<file path="src/dpm_pkg.sv">
// package of constants and types for the direct pin mode control block
package dpm_pkg;
   localparam int NUM_CH = 8;
   localparam logic [7:0] MAP_A_RESET = 8'h04; // channel 2
   localparam logic [7:0] MAP_B_RESET = 8'h08; // channel 3
   localparam logic [7:0] CH_ON_RESET = 8'h00;
   localparam logic [1:0] MON_RESET = 2'h0;
   typedef enum logic [1:0] {
      DPM_NORMAL = 2'b00,
      DPM_LIMP = 2'b01,
      DPM_SLEEP = 2'b11
   } dpm_mode_type;
endpackage : dpm_pkg

</file>
<file path="src/dpm_cfg_if.sv">
// interface carrying the serially written configuration between modules
`timescale 1ns/10ps
interface dpm_cfg_if;
   logic wr_map_a;
   logic wr_map_b;
   logic wr_ch_on;
   logic [7:0] wdata;
   logic clear;
   logic [7:0] map_a;
   logic [7:0] map_b;
   logic [7:0] ch_on;
   modport ctrl (output wr_map_a, output wr_map_b, output wr_ch_on, output wdata, output clear,
      input map_a, input map_b, input ch_on);
   modport regs (input wr_map_a, input wr_map_b, input wr_ch_on, input wdata, input clear,
      output map_a, output map_b, output ch_on);
endinterface : dpm_cfg_if

</file>
<file path="src/dpm_regs.sv">
// mapping and channel-on register bank
`timescale 1ns/10ps
module dpm_regs (
   input wire logic clk,
   input wire logic rst_b,
   dpm_cfg_if.regs cfg
);
   logic [7:0] map_a_q;
   logic [7:0] map_b_q;
   logic [7:0] ch_on_q;

   // clear from low-power request beats any write
   always_ff @(posedge clk) begin
      if (!rst_b || cfg.clear) begin
         map_a_q <= dpm_pkg::MAP_A_RESET;
         map_b_q <= dpm_pkg::MAP_B_RESET;
         ch_on_q <= dpm_pkg::CH_ON_RESET;
      end else begin
         if (cfg.wr_map_a) map_a_q <= cfg.wdata;
         if (cfg.wr_map_b) map_b_q <= cfg.wdata;
         if (cfg.wr_ch_on) ch_on_q <= cfg.wdata;
      end
   end

   assign cfg.map_a = map_a_q;
   assign cfg.map_b = map_b_q;
   assign cfg.ch_on = ch_on_q;
endmodule : dpm_regs

</file>
<file path="src/dpm_top.sv">
// top of the direct pin mode control block
`timescale 1ns/10ps
module dpm_top #(
   parameter int NUM_CH = dpm_pkg::NUM_CH
) (
   input wire logic clk,
   input wire logic rst_b,
   input wire logic direct_input_a,
   input wire logic direct_input_b,
   input wire logic low_power_req_b,
   input wire logic wr_map_a,
   input wire logic wr_map_b,
   input wire logic wr_ch_on,
   input wire logic [7:0] wdata,
   input wire logic serial_cs_b,
   input wire logic serial_out_data,
   output logic [NUM_CH-1:0] channel_on,
   output logic [7:0] input_a_channel_map,
   output logic [7:0] input_b_channel_map,
   output logic [7:0] channel_on_reg,
   output logic [1:0] input_level_monitor,
   output logic sleep_mode,
   output logic limp_mode,
   output logic uv_detect_en,
   output logic serial_access_en,
   output logic serial_out,
   output logic serial_out_oe
);
   dpm_cfg_if cfg ();
   dpm_pkg::dpm_mode_type mode_d;
   dpm_pkg::dpm_mode_type mode_q;
   logic [NUM_CH-1:0] ch_d;
   logic [NUM_CH-1:0] ch_q;
   logic [1:0] mon_q;
   logic so_q;
   logic so_oe_q;

   dpm_regs u_regs (
      .clk(clk),
      .rst_b(rst_b),
      .cfg(cfg)
   );

   // mode from request pin and inputs; the host keeps the pin stable, so no filter
   always_comb begin
      mode_d = dpm_pkg::DPM_NORMAL;
      if (!low_power_req_b) begin
         if (direct_input_a || direct_input_b) mode_d = dpm_pkg::DPM_LIMP;
         else mode_d = dpm_pkg::DPM_SLEEP;
      end
   end

   always_ff @(posedge clk) begin
      if (!rst_b) mode_q <= dpm_pkg::DPM_NORMAL;
      else mode_q <= mode_d;
   end

   // serial writes blocked while request is low; clear held meanwhile
   assign cfg.clear = !low_power_req_b;
   assign cfg.wr_map_a = wr_map_a && low_power_req_b;
   assign cfg.wr_map_b = wr_map_b && low_power_req_b;
   assign cfg.wr_ch_on = wr_ch_on && low_power_req_b;
   assign cfg.wdata = wdata;

   // limp home ignores programmed maps, uses default channels only
   always_comb begin
      ch_d = '0;
      if (mode_d == dpm_pkg::DPM_LIMP) begin
         ch_d = ({8{direct_input_a}} & dpm_pkg::MAP_A_RESET)
            | ({8{direct_input_b}} & dpm_pkg::MAP_B_RESET);
      end else if (mode_d == dpm_pkg::DPM_NORMAL) begin
         ch_d = cfg.ch_on | ({8{direct_input_a}} & cfg.map_a)
            | ({8{direct_input_b}} & cfg.map_b);
      end
   end

   always_ff @(posedge clk) begin
      if (!rst_b) ch_q <= '0;
      else ch_q <= ch_d;
   end

   // monitor runs in every mode including limp home
   always_ff @(posedge clk) begin
      if (!rst_b) mon_q <= dpm_pkg::MON_RESET;
      else mon_q <= {direct_input_b, direct_input_a};
   end

   // serial output tri-stated in sleep even with chip select low
   always_ff @(posedge clk) begin
      if (!rst_b) begin
         so_q <= 1'b0;
         so_oe_q <= 1'b0;
      end else begin
         so_q <= serial_out_data;
         so_oe_q <= !serial_cs_b && (mode_d != dpm_pkg::DPM_SLEEP);
      end
   end

   assign channel_on = ch_q;
   assign input_a_channel_map = cfg.map_a;
   assign input_b_channel_map = cfg.map_b;
   assign channel_on_reg = cfg.ch_on;
   assign input_level_monitor = mon_q;
   assign sleep_mode = (mode_q == dpm_pkg::DPM_SLEEP);
   assign limp_mode = (mode_q == dpm_pkg::DPM_LIMP);
   assign uv_detect_en = (mode_q != dpm_pkg::DPM_SLEEP);
   assign serial_access_en = (mode_q == dpm_pkg::DPM_NORMAL);
   assign serial_out = so_q;
   assign serial_out_oe = so_oe_q;
endmodule : dpm_top

</file>
<file path="config.mk">
export PLATFORM = sky130hd
export DESIGN_NAME = dpm_top
export DESIGN_NICKNAME = d
export VERILOG_FILES = /design/src/dpm_pkg.sv /design/src/dpm_cfg_if.sv /design/src/dpm_regs.sv /design/src/dpm_top.sv
export SDC_FILE = /design/constraint.sdc
export NUM_CORES = 1
export LEC_CHECK = 0
export BUFFER_PORTS_ARGS = -buffer_cell sky130_fd_sc_hd__buf_2
export CORE_ASPECT_RATIO = 1.25
export CORE_MARGIN = 2
export CORE_UTILIZATION = 49
export DETAILED_ROUTE_END_ITERATION = 8
export PLACE_DENSITY = 0.82
export RECOVER_POWER = 100
export SYNTH_ARGS = -nofsm -noshare
export SYNTH_HDL_FRONTEND = slang
export SYNTH_SLANG_ARGS = --single-unit
</file>
<file path="constraint.sdc">
create_clock -name clk -period 1.4 [get_ports clk]
set_input_delay 0.21 -clock clk [delete_from_list [all_inputs] [get_ports clk]]
set_output_delay 0.21 -clock clk [all_outputs]
set_load 0.03 [all_outputs]
</file>
### Yosys cells after proc, flatten, opt, wreduce, memory -nomap -nowiden

Index checks and enable logic that the tools add are counted.

* input bits: 18
* output and inout port bits: 40
* logic and storage cells: 33
* register bits: 38

* reductions and logical operators: 11
* equality and inequality tests: 5
* multiplexer cells: 4
* bitwise gates (word level): 5

Operator list (number)
* $and A8 B8 Y8: 2
* $mux W8: 2
* $or A8 B8 Y8: 2
* $eq A2 B1 Y1 const B: 2
* $logic_and A1 B1 Y1: 4
* $logic_not A2 Y1: 2
* $mux W2: 2
* $ne A2 B2 Y1 const B: 2
* $or A3 B4 Y4: 1
* $logic_not A1 Y1: 3
* $eq A2 B2 Y1 const B: 1
* $logic_or A1 B1 Y1: 2

### Longest topological paths before layout

* depth after elaboration: 6
* depth in mapped cells: 3

### Hierarchy

From an unflattened synthesis, not the netlist that was laid out.

* cells, all modules: 129
* area total of the unflattened synthesis: 1397.6 sq um

By module, submodules not included
* dpm_regs: instances 1, seq. area each 480.5 sq um, area an instance 883.3 sq um, cells each 79
* dpm_top: instances 1, seq. area each 280.3 sq um, area an instance 514.2 sq um, cells each 50

### Least setup slack after synthesis

No wires, ideal clock.

* kind: reg2out
* from: register mode_q[1]
* to: output port sleep_mode
* path slack: 383 ps
* required time: 1190 ps
* path buffers: 0
* cell stages (with the launch flop): 3
* data arrival time: 807 ps
* cells stage by stage: dfxtp_1 > nand2_1 > inv_1

* word-level cells in the longest chain between the ends: 1

RTL lines
* start, declared: RTL line dpm_top.sv:31 `dpm_pkg::dpm_mode_type mode_q;`
* start signal, assigned: RTL line dpm_top.sv:54 `if (!rst_b) mode_q <= dpm_pkg::DPM_NORMAL;`
* start signal, assigned: RTL line dpm_top.sv:55 `else mode_q <= mode_d;`
* $eq A2 B2 Y1: RTL line dpm_top.sv:104 `assign sleep_mode = (mode_q == dpm_pkg::DPM_SLEEP);`
* end, declared: RTL line dpm_top.sv:22 `output logic sleep_mode,`

Every way passes these cells.

### Worst setup path after layout

* from: register mode_q[1]
* to: output port uv_detect_en

* word-level cells in the longest chain between the ends: 1

RTL lines
* $ne A2 B2 Y1: RTL line dpm_top.sv:106 `assign uv_detect_en = (mode_q != dpm_pkg::DPM_SLEEP);`
* end, declared: RTL line dpm_top.sv:24 `output logic uv_detect_en,`

Every way passes these cells.

==> results.tsv <==
stage	metric	value	unit
cells_and_area	Fillers	252	
critical_path	Required @ worst endpoint	1190	ps
floorplanning	full die area	3190	µm²
cells_and_area	layout cells sized above 1	0.181	
synthesis	fraction of registers with async set/reset	0	
synthesis	Ys Warns	0	
critical_path	r2r startpoint	u_regs.cfg.map_b[7]	
synthesis	register area share after synthesis	0.565	
placed_design	GPL Wtd Cong	0.696	
synthesis	Compound-Gate Fraction of Synth Area	0.0687	
placed_design	HPWL Detailed	2170	µm
clock_network	H-Tree Depth	2	
floorplanning	DIE WIDTH	50.9	µm
critical_path	Arr. time, crit path	1070	ps
timing	RSZ-0062 raised after global routing	false	
critical_path	critical path's top delay family	flip-flops	
clock_network	total setup buffers inserted after CTS	0	
detailed_routing	Antenna Nets Post-Route	0	
detailed_routing	final wirelength	3080	µm
timing	worst setup margin	120	ps
cells_and_area	area of the multi-input gates	529	µm²
hold_path	worst hold path class	in2reg	
placed_design	I/O Buffers	57	
floorplanning	Ports	58	
cells_and_area	Synth-to-Final Area Change	22.1	%
detailed_routing	vias per cell	5.10	
critical_path	CP Max Fanout	3	
synthesis	xor/xnor share of the synthesized area	0	
clock_network	clock-pin slew on the worst setup and hold paths	100	ps
hold_path	hold wc startpoint	serial_out_data	
grt	Tot GR Track Use	0.213	
placed_design	worst slack at placement	335	ps
synthesis	Synth Instances	124	
clock_network	Max clock buf depth	2	
synthesis	post-synth top area cell	dfxtp_1	
synthesis	syn_area_per_cell	10.9	µm²
timing	TNS Setup	0	ps
critical_path	CP startpoint kind	flip-flop	
critical_path	Critical Path End Type	primary output	
detailed_routing	Vias	1101	
floorplanning	Die Y	62.6	µm
grt	vias in the first global route	1053	
detailed_routing	1st-iter DRT viols	19	
timing	Clock Skew	4.46	ps
clock_network	CTS-repair resized insts	0	
synthesis	Syn Nets	142	
critical_path	worst-path cell chain	nand2_1 > clkbuf_1	
grt	initial antenna violation count	0	
critical_path	Max stage delay cell, worst path	dfxtp_1	
timing	maximum clock rate	781	MHz
clock_network	CTS tree	built	
floorplanning	Initial Utilization	0.508	
synthesis	post-synth top area share	0.565	
synthesis	synthesized flop and latch total	38	
synthesis	count of unique library cells instantiated by Yosys	19	
synthesis	Synth top cells by count	38 x dfxtp_1, 29 x nor2_1, 24 x mux2i_1	
flow_run	Max Cap Viol	0	
grt	largest net degree at the start of global routing	31	
critical_path	Worst setup startpoint	mode_q[1]	
cells_and_area	Sequential Area	761	µm²
detailed_routing	Avg WL per Cell	14.2	µm
cells_and_area	Ant. Diodes	0	
synthesis	mapped cell area	1350	µm²
synthesis	adder-cell share of the synthesized area	0	
timing	final setup violation count	0	
timing	Pins Over Slew Limit	0	
cells_and_area	final core occ	0.620	
cells_and_area	final net count	199	
synthesis	Primary FF master, synth	dfxtp_1	
detailed_routing	drt pass-1 iters	4	
timing	fin crit share	0.914	
grt	first-pass GRT wire length	4930	µm
timing	Fin. Hold Viols	0	
power_and_ir_drop	peak supply drop	0.877	mV
synthesis	largest cells by area after synthesis	dfxtp_1 56%, mux2i_1 18%, nor2_1 8.1%	
timing	crit path time final	1280	ps
critical_path	Max stage delay on crit path	330	ps
clock_network	Clock Sinks	38	
grt	global route overflow	0	
synthesis	largest family of logic cells by synthesized area	multiplexers	
clock_network	post-cts hold buffer count	1	
critical_path	Crit Path Class	reg2out	
synthesis	mux cell area share after synthesis	0.178	
synthesis	top-count cell post-synth	dfxtp_1	
critical_path	Critical path buffers and inverters	1	
timing	Slew headroom	0.341	
cells_and_area	non-filler instance count after layout	216	
clock_network	clk_lat worst skew	350	ps
clock_network	total CTS buffers	5	
clock_network	Root Buffer Master	clkbuf_4	
synthesis	Post-Synth Simple-Gate Area	0.148	
floorplanning	core area	2650	µm²
detailed_routing	DRC viols	0	
power_and_ir_drop	LEAKAGE	0.000705	µW
power_and_ir_drop	Pwr per Cell Area	1210	nW/µm²
timing	Worst Tran Pin Value	986	ps
placed_design	DP Cell Count	207	
floorplanning	row count	21	
synthesis	Post-synth EDFFs	0	
status	outcome	finished clean	
-- final cells by class --
cell class / count / share of cell area
well taps: 34 / 0.0259
inverters: 1 / 0.00228
clock buffers: 7 / 0.0335
flip-flops and latches: 38 / 0.462
multi-input cells: 77 / 0.322
clock inverters: 1 / 0.00304
repair buffers: 58 / 0.151
-- through the flow --
step | total power [µW] | hold slack, ps | cell area, µm²
floorplan | 1360 | 282 | 1350
global placement | 1440 | 373 | 1620
detailed placement | 1450 | 375 | 1620
CTS | 2030 | 71.5 | 1690
global route | 2080 | 73.6 | 1650
finish | 2000 | 82.6 | 1650
-- where the power goes --
part	internal [µW]	total, µW	switching, µW
Clock	243	582	339
Combinational	89.5	272	183
Sequential	1120	1140	22.6
-- metal layers --
layer,share of wire,track usage
met3,0.058,0.0622
met5,0,0
met4,0.016,0.149
met2,0.54,0.364
met1,0.39,0.215
-- cell usage in the layout, fill, tap and decap left out, drive strengths merged --
| cell | n |
|---|---|
| a21oi | 2 |
| a221oi | 6 |
| and2 | 3 |
| and2b | 1 |
| buf | 16 |
| clkbuf | 48 |
| clkinv | 1 |
| dfxtp | 38 |
| dlygate4sd3 | 1 |
| inv | 1 |
| mux2i | 24 |
| nand2 | 2 |
| nand2b | 2 |
| nand3 | 2 |
| nor2 | 29 |
| nor2b | 1 |
| nor3 | 1 |
| nor3b | 2 |
| o2bb2ai | 2 |
-- cells by family after synthesis --
logic type,Yosys count
buffers and inverters,9
AOI/OAI and AO/OA,10
DFF,38
muxes,24
and+or+nand+nor,43
-- final timing paths --
kind	endpoint	slack [ps]	cells after the start
worst max-delay path	uv_detect_en	120	2
worst min-delay path	serial_out	80	2
worst max register to register	channel_on[7]	550	2
worst min register to register	channel_on[6]	530	2
Power figures use the tool's default switching activity.
